### src/mixer_ctrl_consts.svh
`ifndef MIXER_CTRL_CONSTS_SVH
`define MIXER_CTRL_CONSTS_SVH

// delays in pixel clock cycles
`define PASS_DLY 14
`define AUX_DLY 14
`define AV_LONG_DLY 14
`define AV_SHORT_DLY 12
`define CONV_LONG_DLY 15
`define CONV_SHORT_DLY 2
`define PIX_LAT 14
`define CFG_SETTLE 5'h10

// host register indices
`define REG_CTRL0 3'h0
`define REG_CTRL1 3'h1
`define REG_CTRL2 3'h2
`define REG_TAB_PTR 3'h3
`define REG_COLOUR_TAB 3'h4
`define REG_ALPHA_TAB 3'h5
`define REG_STATUS 3'h6

// ctrl0 field positions and status drop bit
`define CTRL0_YCC 0
`define CTRL0_TWOS 1
`define CTRL0_422 2
`define CTRL0_AV_SHORT 3
`define CTRL0_CONV_DLY 4
`define STATUS_DROP 7

// reset values
`define CTRL0_RST 8'h00
`define CTRLX_RST 8'h00

// blanking levels
`define LUMA_BLACK 8'h10
`define CHROMA_OFFSET_ZERO 8'h80
`define CHROMA_TWOS_ZERO 8'h00

// table write buffer
`define WBUF_DEPTH 8

`endif

### src/mixer_ctrl_pkg.sv
`default_nettype none

package mixer_ctrl_pkg;

   typedef struct packed {
      logic cs_n;
      logic rw;
      logic [2:0] addr;
      logic [7:0] data;
   } host_pins_s;

   typedef struct packed {
      logic [23:0] data;
      logic cb;
   } pix_s;

   typedef struct packed {
      logic alpha;
      logic [7:0] addr;
      logic [7:0] data;
   } tab_wr_s;

   typedef enum logic [1:0] {
      HOST_IDLE,
      HOST_READ,
      HOST_WRITE
   } host_state_e;

endpackage

`default_nettype wire

### src/sync_fifo.sv
`timescale 1ns/10ps
`default_nettype none

module sync_fifo #(
   parameter int WIDTH = 17,
   parameter int DEPTH = 8
) (
   input wire logic ref_clk,
   input wire logic srst,
   input wire logic in_valid,
   output logic in_ready,
   input wire logic [WIDTH-1:0] in_data,
   output logic out_valid,
   input wire logic out_ready,
   output logic [WIDTH-1:0] out_data,
   output logic [$clog2(DEPTH):0] count
);

   localparam int AW = $clog2(DEPTH);

   logic [WIDTH-1:0] mem_q [DEPTH];
   logic [AW-1:0] wr_q;
   logic [AW-1:0] rd_q;
   logic [AW:0] cnt_q;
   logic push;
   logic pop;

   // handshakes on both sides
   assign push = in_valid && in_ready;
   assign pop = out_valid && out_ready;
   assign in_ready = (cnt_q != DEPTH[AW:0]);
   assign out_valid = (cnt_q != '0);
   assign out_data = mem_q[rd_q];
   assign count = cnt_q;

   // storage
   always_ff @(posedge ref_clk)
   begin
      if (push)
      begin
         mem_q[wr_q] <= in_data;
      end
   end

   // pointers and level
   always_ff @(posedge ref_clk)
   begin
      if (srst)
      begin
         wr_q <= '0;
         rd_q <= '0;
         cnt_q <= '0;
      end
      else
      begin
         if (push)
         begin
            wr_q <= (wr_q == AW'(DEPTH - 1)) ? '0 : wr_q + 1'b1;
         end
         if (pop)
         begin
            rd_q <= (rd_q == AW'(DEPTH - 1)) ? '0 : rd_q + 1'b1;
         end
         cnt_q <= cnt_q + {{AW{1'b0}}, push} - {{AW{1'b0}}, pop};
      end
   end

endmodule

`default_nettype wire

### src/mixer_ctrl_delay.sv
// Overview of operation
// pass selected port only while pass enabled
// auxiliary signal out delayed 14 cycles
// pass enable out delayed 14 cycles
// active video accepts both pixel ports
// no active video, GBR output zero
// no active video, YCbCr black levels
// 4:2:2 first pixel after rise is Cb
// active video out delayed 12 or 14
// sync enable drives sync current
// sync delayed 2 or 15 cycles
// blanking enables data and pedestal currents
// blanking delayed 2 or 15 cycles
// read/write level picks access direction
// direction latched at chip select fall
// data port driven only during reads
// write data captured at chip select rise
// host idles 4 cycles between table accesses
// address latched at chip select fall
// one 8-bit port reaches all registers
// pixel output latency 14 cycles
// active video delay selectable, default 14
// control inputs registered on clock edge
`timescale 1ns/10ps
`default_nettype none
`include "mixer_ctrl_consts.svh"

module mixer_ctrl_delay (
   input wire logic ref_clk,
   input wire logic srst,
   input wire logic pass_gate_in,
   input wire logic pass_source_select,
   input wire logic aux_signal_in,
   input wire logic active_video_in,
   input wire logic sync_in,
   input wire logic blank_in,
   input wire logic [23:0] a_pixel_port,
   input wire logic [23:0] b_pixel_port,
   input wire logic cs_n_in,
   input wire logic rw_in,
   input wire logic [2:0] host_reg_select,
   input wire logic [7:0] host_data_in,
   output logic [7:0] host_data_out,
   output logic host_data_oe,
   output logic pass_gate_delayed_out,
   output logic aux_signal_delayed_out,
   output logic delayed_active_video_out,
   output logic sync_current_en,
   output logic blank_current_en,
   output logic [23:0] mixed_pixel_out,
   output logic chroma_cb_out
);

   logic [14:0] pass_sh_q;
   logic [14:0] aux_sh_q;
   logic [14:0] av_sh_q;
   logic [14:0] sync_sh_q;
   logic [14:0] blank_sh_q;
   logic [23:0] a_q;
   logic [23:0] b_q;
   logic sel_q;
   logic cb_last_q;
   mixer_ctrl_pkg::pix_s pix_q [12];
   mixer_ctrl_pkg::pix_s pix_d;
   logic [7:0] ctrl0_q;
   logic [7:0] ctrl1_q;
   logic [7:0] ctrl2_q;
   logic [7:0] ptr_q;
   logic drop_q;
   logic [7:0] colour_tab [256];
   logic [7:0] alpha_tab [256];
   mixer_ctrl_pkg::host_pins_s pins_m_q;
   mixer_ctrl_pkg::host_pins_s pins_s_q;
   logic cs_p_q;
   logic cs_fall;
   logic cs_rise;
   logic rw_lat_q;
   logic [2:0] addr_lat_q;
   mixer_ctrl_pkg::host_state_e state_q;
   mixer_ctrl_pkg::tab_wr_s wb_in;
   mixer_ctrl_pkg::tab_wr_s wb_out;
   logic wb_push;
   logic wb_ready;
   logic wb_valid;
   logic wb_pop;
   logic [3:0] wb_count;
   logic tab_access;
   logic [7:0] rd_mux;

   ////////////////////////////////////////////////////////////////////
   // helpers

   // per-component half mix of two words
   function automatic logic [23:0] mix24(input logic [23:0] a, input logic [23:0] b);
      logic [8:0] s;
      logic [23:0] r;
      r = '0;
      for (int i = 0; i < 3; i++)
      begin
         s = {1'b0, a[i*8 +: 8]} + {1'b0, b[i*8 +: 8]};
         r[i*8 +: 8] = s[8:1];
      end
      return r;
   endfunction

   // black word for the current output format
   function automatic logic [23:0] black24(input logic ycc, input logic twos);
      logic [7:0] c;
      c = twos ? `CHROMA_TWOS_ZERO : `CHROMA_OFFSET_ZERO;
      return ycc ? {`LUMA_BLACK, c, c} : 24'h00_0000;
   endfunction

   ////////////////////////////////////////////////////////////////////
   // control delay lines, stage 0 is the input register

   always_ff @(posedge ref_clk)
   begin
      if (srst)
      begin
         pass_sh_q <= '0;
         aux_sh_q <= '0;
         av_sh_q <= '0;
         sync_sh_q <= '0;
         blank_sh_q <= '0;
      end
      else
      begin
         pass_sh_q <= {pass_sh_q[13:0], pass_gate_in};
         aux_sh_q <= {aux_sh_q[13:0], aux_signal_in};
         av_sh_q <= {av_sh_q[13:0], active_video_in};
         sync_sh_q <= {sync_sh_q[13:0], sync_in};
         blank_sh_q <= {blank_sh_q[13:0], blank_in};
      end
   end

   // delayed control outputs
   always_ff @(posedge ref_clk)
   begin
      if (srst)
      begin
         pass_gate_delayed_out <= 1'b0;
         aux_signal_delayed_out <= 1'b0;
         delayed_active_video_out <= 1'b0;
         sync_current_en <= 1'b0;
         blank_current_en <= 1'b0;
      end
      else
      begin
         pass_gate_delayed_out <= pass_sh_q[`PASS_DLY-2];
         aux_signal_delayed_out <= aux_sh_q[`AUX_DLY-2];
         delayed_active_video_out <= ctrl0_q[`CTRL0_AV_SHORT] ?
            av_sh_q[`AV_SHORT_DLY-2] : av_sh_q[`AV_LONG_DLY-2];
         // low turns the current source off
         sync_current_en <= ctrl0_q[`CTRL0_CONV_DLY] ?
            sync_sh_q[`CONV_LONG_DLY-2] : sync_sh_q[`CONV_SHORT_DLY-2];
         blank_current_en <= ctrl0_q[`CTRL0_CONV_DLY] ?
            blank_sh_q[`CONV_LONG_DLY-2] : blank_sh_q[`CONV_SHORT_DLY-2];
      end
   end

   ////////////////////////////////////////////////////////////////////
   // pixel path

   // pixel input registers
   always_ff @(posedge ref_clk)
   begin
      if (srst)
      begin
         a_q <= '0;
         b_q <= '0;
         sel_q <= 1'b0;
      end
      else
      begin
         a_q <= a_pixel_port;
         b_q <= b_pixel_port;
         sel_q <= pass_source_select;
      end
   end

   // first stage: pass, mix or black, and chroma phase
   always_comb
   begin
      pix_d.cb = 1'b0;
      if (!av_sh_q[0])
      begin
         pix_d.data = black24(ctrl0_q[`CTRL0_YCC], ctrl0_q[`CTRL0_TWOS]);
      end
      else if (pass_sh_q[0])
      begin
         pix_d.data = sel_q ? b_q : a_q;
      end
      else
      begin
         pix_d.data = mix24(a_q, b_q);
      end
      if (ctrl0_q[`CTRL0_422] && av_sh_q[0])
      begin
         pix_d.cb = !av_sh_q[1] ? 1'b1 : !cb_last_q;
      end
   end

   // chroma phase memory
   always_ff @(posedge ref_clk)
   begin
      if (srst)
      begin
         cb_last_q <= 1'b0;
      end
      else
      begin
         cb_last_q <= pix_d.cb;
      end
   end

   // remaining pipeline stages
   always_ff @(posedge ref_clk)
   begin
      if (srst)
      begin
         for (int i = 0; i < 12; i++)
         begin
            pix_q[i] <= '0;
         end
         mixed_pixel_out <= '0;
         chroma_cb_out <= 1'b0;
      end
      else
      begin
         pix_q[0] <= pix_d;
         for (int i = 1; i < 12; i++)
         begin
            pix_q[i] <= pix_q[i-1];
         end
         mixed_pixel_out <= pix_q[`PIX_LAT-3].data;
         chroma_cb_out <= pix_q[`PIX_LAT-3].cb;
      end
   end

   ////////////////////////////////////////////////////////////////////
   // host port

   // pin synchroniser
   always_ff @(posedge ref_clk)
   begin
      if (srst)
      begin
         pins_m_q <= '{cs_n: 1'b1, default: '0};
         pins_s_q <= '{cs_n: 1'b1, default: '0};
         cs_p_q <= 1'b1;
      end
      else
      begin
         pins_m_q <= '{cs_n_in, rw_in, host_reg_select, host_data_in};
         pins_s_q <= pins_m_q;
         cs_p_q <= pins_s_q.cs_n;
      end
   end

   assign cs_fall = cs_p_q && !pins_s_q.cs_n;
   assign cs_rise = !cs_p_q && pins_s_q.cs_n;
   assign tab_access = (addr_lat_q == `REG_COLOUR_TAB) || (addr_lat_q == `REG_ALPHA_TAB);

   // read data selection
   always_comb
   begin
      case (pins_s_q.addr)
         `REG_CTRL0: rd_mux = ctrl0_q;
         `REG_CTRL1: rd_mux = ctrl1_q;
         `REG_CTRL2: rd_mux = ctrl2_q;
         `REG_TAB_PTR: rd_mux = ptr_q;
         `REG_COLOUR_TAB: rd_mux = colour_tab[ptr_q];
         `REG_ALPHA_TAB: rd_mux = alpha_tab[ptr_q];
         `REG_STATUS: rd_mux = {drop_q, !wb_ready, 2'b00, wb_count};
         default: rd_mux = 8'h00;
      endcase
   end

   // access sequencer
   always_ff @(posedge ref_clk)
   begin
      if (srst)
      begin
         state_q <= mixer_ctrl_pkg::HOST_IDLE;
         rw_lat_q <= 1'b1;
         addr_lat_q <= '0;
         host_data_out <= '0;
         host_data_oe <= 1'b0;
      end
      else
      begin
         case (state_q)
            mixer_ctrl_pkg::HOST_IDLE:
            begin
               if (cs_fall)
               begin
                  rw_lat_q <= pins_s_q.rw;
                  addr_lat_q <= pins_s_q.addr;
                  host_data_out <= rd_mux;
                  host_data_oe <= pins_s_q.rw;
                  state_q <= pins_s_q.rw ? mixer_ctrl_pkg::HOST_READ :
                     mixer_ctrl_pkg::HOST_WRITE;
               end
            end
            mixer_ctrl_pkg::HOST_READ, mixer_ctrl_pkg::HOST_WRITE:
            begin
               if (cs_rise)
               begin
                  host_data_oe <= 1'b0;
                  state_q <= mixer_ctrl_pkg::HOST_IDLE;
               end
            end
            default:
            begin
               host_data_oe <= 1'b0;
               state_q <= mixer_ctrl_pkg::HOST_IDLE;
            end
         endcase
      end
   end

   // control registers, pointer and drop flag
   always_ff @(posedge ref_clk)
   begin
      if (srst)
      begin
         ctrl0_q <= `CTRL0_RST;
         ctrl1_q <= `CTRLX_RST;
         ctrl2_q <= `CTRLX_RST;
         ptr_q <= '0;
         drop_q <= 1'b0;
      end
      else
      begin
         if (cs_rise && state_q == mixer_ctrl_pkg::HOST_WRITE)
         begin
            case (addr_lat_q)
               `REG_CTRL0: ctrl0_q <= pins_s_q.data;
               `REG_CTRL1: ctrl1_q <= pins_s_q.data;
               `REG_CTRL2: ctrl2_q <= pins_s_q.data;
               `REG_TAB_PTR: ptr_q <= pins_s_q.data;
               default: ;
            endcase
         end
         // table accesses step the pointer
         if (cs_rise && state_q != mixer_ctrl_pkg::HOST_IDLE && tab_access)
         begin
            ptr_q <= ptr_q + 8'h01;
         end
         // set wins over a clear by writing one
         if (wb_push && !wb_ready)
         begin
            drop_q <= 1'b1;
         end
         else if (cs_rise && state_q == mixer_ctrl_pkg::HOST_WRITE &&
            addr_lat_q == `REG_STATUS && pins_s_q.data[`STATUS_DROP])
         begin
            drop_q <= 1'b0;
         end
      end
   end

   ////////////////////////////////////////////////////////////////////
   // table writes buffered, applied outside active video

   assign wb_push = cs_rise && state_q == mixer_ctrl_pkg::HOST_WRITE && tab_access;
   assign wb_in = '{addr_lat_q == `REG_ALPHA_TAB, ptr_q, pins_s_q.data};
   assign wb_pop = wb_valid && !av_sh_q[0];

   sync_fifo #(
      .WIDTH($bits(mixer_ctrl_pkg::tab_wr_s)),
      .DEPTH(`WBUF_DEPTH)
   ) u_wbuf (
      .ref_clk(ref_clk),
      .srst(srst),
      .in_valid(wb_push),
      .in_ready(wb_ready),
      .in_data(wb_in),
      .out_valid(wb_valid),
      .out_ready(!av_sh_q[0]),
      .out_data(wb_out),
      .count(wb_count)
   );

   // table storage
   always_ff @(posedge ref_clk)
   begin
      if (wb_pop)
      begin
         if (wb_out.alpha)
         begin
            alpha_tab[wb_out.addr] <= wb_out.data;
         end
         else
         begin
            colour_tab[wb_out.addr] <= wb_out.data;
         end
      end
   end

   ////////////////////////////////////////////////////////////////////
   // checks

   logic [4:0] warm_q;
   logic [4:0] cfg_age_q;
   logic ok;

   // cycles since reset and since last ctrl0 write
   always_ff @(posedge ref_clk)
   begin
      if (srst)
      begin
         warm_q <= '0;
         cfg_age_q <= '0;
      end
      else
      begin
         warm_q <= (warm_q == `CFG_SETTLE) ? warm_q : warm_q + 5'h01;
         if (cs_rise && state_q == mixer_ctrl_pkg::HOST_WRITE && addr_lat_q == `REG_CTRL0)
            cfg_age_q <= '0;
         else if (cfg_age_q != `CFG_SETTLE)
            cfg_age_q <= cfg_age_q + 5'h01;
      end
   end

   assign ok = (warm_q == `CFG_SETTLE) && (cfg_age_q == `CFG_SETTLE);
endmodule

`default_nettype wire

### config.mk
export PLATFORM = sky130hd
export DESIGN_NAME = mixer_ctrl_delay
export DESIGN_NICKNAME = d
export VERILOG_FILES = /design/src/mixer_ctrl_pkg.sv /design/src/sync_fifo.sv /design/src/mixer_ctrl_delay.sv
export VERILOG_INCLUDE_DIRS = /design/src
export SDC_FILE = /design/constraint.sdc
export NUM_CORES = 2
export LEC_CHECK = 0
export BUFFER_PORTS_ARGS = -buffer_cell sky130_fd_sc_hd__buf_2
export CELL_PAD_IN_SITES_DETAIL_PLACEMENT = 1
export CELL_PAD_IN_SITES_GLOBAL_PLACEMENT = 1
export CORE_MARGIN = 3
export CORE_UTILIZATION = 56
export DETAILED_ROUTE_END_ITERATION = 8
export PLACE_DENSITY = 0.81
export SLEW_MARGIN = 5
export SYNTH_ARGS = -nofsm -noshare
export SYNTH_HDL_FRONTEND = slang
export SYNTH_MEMORY_MAX_BITS = 65536
export SYNTH_SLANG_ARGS = --single-unit
### constraint.sdc
create_clock -name ref_clk -period 8.3 [get_ports ref_clk]
set_clock_uncertainty 0.1 [all_clocks]
set_input_delay 0.83 -clock ref_clk [delete_from_list [all_inputs] [get_ports ref_clk]]
set_output_delay 0.83 -clock ref_clk [all_outputs]
set_load 0.05 [all_outputs]
# Word-level counts from Yosys, hierarchy flattened

Memories as Yosys holds them, arrays and structs flattened. A register that Yosys moved wholly into a read port is not among the register bits.
Cells that the tools add are included.

Register bits after elaboration: 206
Bits in writable memories: 4532
Input bits: 69
Output and inout port bits: 39
Logic and storage cells: 165
Memories: 4

Memory list:

| memory       | depth | width | read ports | clocked after Yosys merged registers in | wr ports | line                   | RTL |
|---|---|---|---|---|---|---|---|
| alpha_tab    | 256   | 8     | 1          | 1                                       | 1        | mixer_ctrl_delay.sv:71 | `logic [7:0] alpha_tab [256];` |
| colour_tab   | 256   | 8     | 1          | 1                                       | 1        | mixer_ctrl_delay.sv:70 | `logic [7:0] colour_tab [256];` |
| pix_q        | 12    | 25    | 12         | 1                                       | 12       | mixer_ctrl_delay.sv:63 | `mixer_ctrl_pkg::pix_s pix_q [12];` |
| u_wbuf.mem_q | 8     | 17    | 1          | 1                                       | 1        | sync_fifo.sv:21        | `logic [WIDTH-1:0] mem_q [DEPTH];` |

$add $sub $neg: 8
Eq/ne operators: 19
Mux-type cells: 54
Bitwise operators: 12
Reductions and logical operators: 33

Operators with widths:

| cell                                          | number |
|---|---|
| 2-to-1 mux 25 bit                             | 12 |
| 2-to-1 mux 24 bit                             | 3 |
| 2-to-1 mux 8 bit                              | 8 |
| case mux 8 bit (7 select lines)               | 1 |
| adder 8 x 8 -> 9 bit                          | 3 |
| == test 3 bit, second input constant          | 8 |
| 2-to-1 mux 21 bit                             | 1 |
| 2-to-1 mux 1 bit                              | 20 |
| == test 3 x 2 -> 1 bit, second input constant | 4 |
| logical AND 1 bit                             | 12 |
| 2-to-1 mux 3 bit                              | 4 |
| bitwise OR 1 bit                              | 12 |
| AND reduction 2 bit                           | 6 |
| adder 8 x 1 -> 8 bit, second input constant   | 1 |
| nonzero test 2 bit                            | 4 |
| adder 3 x 1 -> 3 bit, second input constant   | 2 |
| == test 3 x 1 -> 1 bit, second input constant | 2 |
| zero test 3 bit                               | 2 |
| 2-to-1 mux 2 bit                              | 3 |
| zero test 1 bit                               | 5 |
| adder 4 x 1 -> 4 bit                          | 1 |
| inequality test 2 bit, second input constant  | 2 |
| inequality test 4 bit, second input constant  | 1 |
| case mux 2 bit (2 select lines)               | 1 |
| 8 further kinds                               | 8 |

# Longest topological paths before layout

Word-level depth: 8
Depth in mapped cells: 16
Mapped depth without buffers: 11

# By module

A second synthesis with hierarchy kept.

Cells, all modules: 9239
Area, all modules: 181979.5 sq um

By module, submodules not included:

| module           | instances | cells an instance | area an instance (sq um) | seq. area each (sq um) |
|---|---|---|---|---|
| mixer_ctrl_delay | 1         | 8966              | 176062.6                 | 133548.1 |
| sync_fifo        | 1         | 273               | 5916.9                   | 4344.2 |

# Least setup slack after synthesis

Ideal clock, no wire load.

Kind: register to register
Start: register (tool-made name)
End: memory alpha_tab[0][0], data pin
Setup time: 0.911 ns
Data arrival time: 5.165 ns
Data required time: 7.289 ns
Setup slack: 2.124 ns
Cell stages (with the launch flop): 6
Path buffers: 3
Period minus slack after synthesis: 6.176 ns
Cell sequence: dfxtp_1 buf_2 buf_2 buf_1 mux4_2 mux2_2

RTL lines:

| item             | line |
|---|---|
| end: declaration | mixer_ctrl_delay.sv:71 |

==> impl_metrics.ini <==
[route]
wl_per_cell_um = 38.93
viasPerCell = 6.936
drt_iter0_drc = 16440
drcViolationCount = 0
routed-via-count = 99450
totalWireLength_mm = 558.2
ant_nets = 0
first_pass_iters = 6

[finish]
area_growth_syn_to_layout_pct = 10.96
drive_gt1_frac = 0.1912
design_area_um2 = 202400
fill_cells = 26730
final_nets = 9730
post-route-util = 0.6271

[grt]
grt_pass1_vias = 102500
overflow = 0
grtUsageTotal = 0.3345
antenna_found_initial = 38
grt_max_degree = 201
grt_pass1_wl_mm = 791.1

[timing]
fmax_mhz = 169.8
fin_crit_sh = 0.7094
period_needed_ns = 5.888
hold_violations = 0
slew_headroom = 0.05804
setup_viol = 0
finalSetupTns_ns = 0
tightest_slew_ns = 1.413
rsz0062_at_grt = no
drv_slew = 0

[clock_tree]
post_cts_buffers = 0
cts_tree = yes
clk_pin_slew_worst_paths_ns = 0.06
htree_levels = 5
cts_buffers = 459
root_buffer = clkbuf_16
cts_sinks = 4772
clock_latency_ns = 1.04
clock_path_buffers = 4

[critical_path]
critPathBufInv = 2
slowest_stage = o21ai_0
critPathLaunchType = register
critical_path_arrival_ns = 6.71
worstReg2RegEnd = host_data_out[2]
rrSetupSlack_ns = 2.41
setup.worst_path.class = register to register
cp_common_cell = buf_4
critPathRequiredTime_ns = 9.12
endpoint_kind = register
ff2ff_path_depth = 10
crit_path_cell_trace = nand2_8, buf_4, o221ai_1, o22ai_1, o21ai_0, o2111ai_1, a2111oi_1, buf_4, a211oi_1, a311oi_1
cp_max_fo = 46
max_stage_delay_ns = 1.05
cp_top_family = compound AO/OA/AOI/OAI gates

[floorplanning]
rows = 208
die_area_um2 = 332600
start_util = 0.5652
core-area_um2 = 322700
die_h_um = 576.7
die_w_um = 576.7
ios = 108

[hold_path]
worstHoldPathCells = 2
hold-path-endpoint = b_q[20]
hp-start = srst
hp-class = primary input to register

[place]
place_area_um2 = 186900
port_buffers = 107
place_congestion = 0.9260
dp_hpwl_mm = 323.7

[logic_synthesis]
synth_ff_type = edfxtp_1
syn_inst = 9359
syn-num-nets = 9466
synth.area.top_cells = edfxtp_1 (70%), mux4_2 (10%), dfxtp_1 (5.9%)
ys_types = 83
ys_ff_latch = 4772
synth_top_cell_by_area = edfxtp_1
yosysWarnings = 0
yosysTopAreaCellShare = 0.6968
synth_edf_count = 4232
avgSynthCellArea_um2 = 19.49
synthesis.area_um2 = 182400
async_flop_share = 0
synth_seq_area_share = 0.7561

[status]
status = complete, no violations

[pwr]
peakVddDrop_uv = 304.1
power_density_nw_per_um2 = 272.3
power.leakage_nw = 61.87

[flow_run]
max_cap_violations = 0
==> stage by stage <==
step	hold WS (ns)	worst slack, ns	total power [mW]	cells
3_3_place_gp	0.3134	2.618	34.02	13400
5_1_grt	0.1865	2.665	56.21	14320
6_report	0.1945	2.412	55.12	14340
4_1_cts	0.1401	2.816	54.91	14320
2_1_floorplan	0.2895	2.124	32.10	9359
3_5_place_dp	0.3223	2.841	34.42	13400
==> worst max path at each step <==
stage / slack [ns] / depth (start not counted) / end
after floorplan: 2.12 / 5 / alpha_tab[0][0]
after global placement: 2.62 / 10 / host_data_out[5]
after global routing: 2.66 / 6 / alpha_tab[98][6]
final: 2.41 / 10 / host_data_out[2]
after detailed placement: 2.84 / 9 / host_data_out[6]
after CTS: 2.82 / 10 / host_data_out[2]
==> cell usage in the layout (no fill, tap or decap), types with 34 or more instances in the layout <==
master	count
edfxtp_1	4232
mux4_2	849
nor2_1	657
mux2i_1	596
dfxtp_1	532
clkbuf_16	465
nor2b_1	454
o221ai_1	212
a21oi_1	186
nand2_1	175
buf_4	143
o22ai_1	127
buf_2	106
clkinv_2	102
clkinv_1	92
clkbuf_1	90
o21ai_0	79
nor3_1	74
nand3_1	72
dlygate4sd3_1	67
a211oi_1	51
buf_12	40
mux4_1	37
a22oi_1	36
ha_1	34
bufinv_16	34
==> state kept, by name, indices dropped and copies added (netlist names), 13 cells and up, named ones only <==
name	cells
pass_sh_q	13
b_q	24
blank_sh_q	14
sync_sh_q	14
aux_sh_q	13
u_wbuf.mem_q	136
pins_s_q	13
a_q	24
pins_m_q	13
alpha_tab	2048
colour_tab	2048
av_sh_q	13
pix_q	300
mixed_pixel_out	24
==> Yosys cell counts (all sizes together), types with 19 or more instances <==
library cell  instances
edfxtp             4232
mux4                887
nor2                668
mux2i               596
dfxtp               540
nor2b               458
buf                 299
clkbuf              254
o221ai              212
a21oi               187
nand2               184
o22ai               127
nor3                 80
o21ai                79
nand3                76
a211oi               54
a22oi                36
ha                   34
mux2                 32
inv                  26
a31oi                20
and2                 20
o311ai               19
==> cells by family after synthesis <==
family,synth area share
simple gates,0.04164
flops,0.7561
xor+xnor,0.0007204
mux,0.1450
fa+ha+maj,0.002772
compound gates,0.03287
buf+inv,0.02094
==> report_power, final <==
part / internal, mW / switching, mW / total (mW)
Combinational: 0.580 / 4.61 / 5.19
Clock: 11.5 / 9.37 / 20.9
Sequential: 28.9 / 0.0919 / 29.0
Total: 41.0 / 14.1 / 55.1
==> worst register-to-register path: cells and delay by family, from the launching register on <==
| kind | cells | cell delay, ns |
|---|---|---|
| AO/OA/AOI/OAI | 7 | 3.32 |
| buffers and inverters | 2 | 0.79 |
| AND/OR/NAND/NOR | 1 | 0.69 |
| flip-flops | 1 | 0.88 |
==> what timing repair did <==
| item | 4_1_cts | 5_1_grt |
|---|---|---|
| resized for setup | 0 | 0 |
| endpoints found under the hold margin | 67 | 0 |
| hold buffers | 67 | 0 |
==> final cells by class <==
| type | instances | area, um^2 | share of cell area |
|---|---|---|---|
| multi-input combinational | 4004 | 41040 | 0.2028 |
| sequential | 4772 | 137900 | 0.6815 |
| clock buffer | 577 | 12280 | 0.06066 |
| timing repair buffer | 357 | 3090 | 0.01527 |
| tap | 4305 | 5386 | 0.02662 |
| inverter | 29 | 120.1 | 0.0005935 |
| antenna | 20 | 50.05 | 0.0002473 |
| clock inverter | 275 | 2502 | 0.01236 |
==> layer usage <==
layer | wire [um] | global-route usage | vias to the layer above | part of all wire
li1 | - | - | 38290 | -
met1 | 186600 | 0.4285 | 51180 | 0.33
met2 | 260100 | 0.5176 | 8073 | 0.47
met3 | 71910 | 0.09504 | 1881 | 0.13
met4 | 39450 | 0.1913 | 30 | 0.071
met5 | 188 | 0 | - | 0.00034
(Power assumes the default switching activity.)
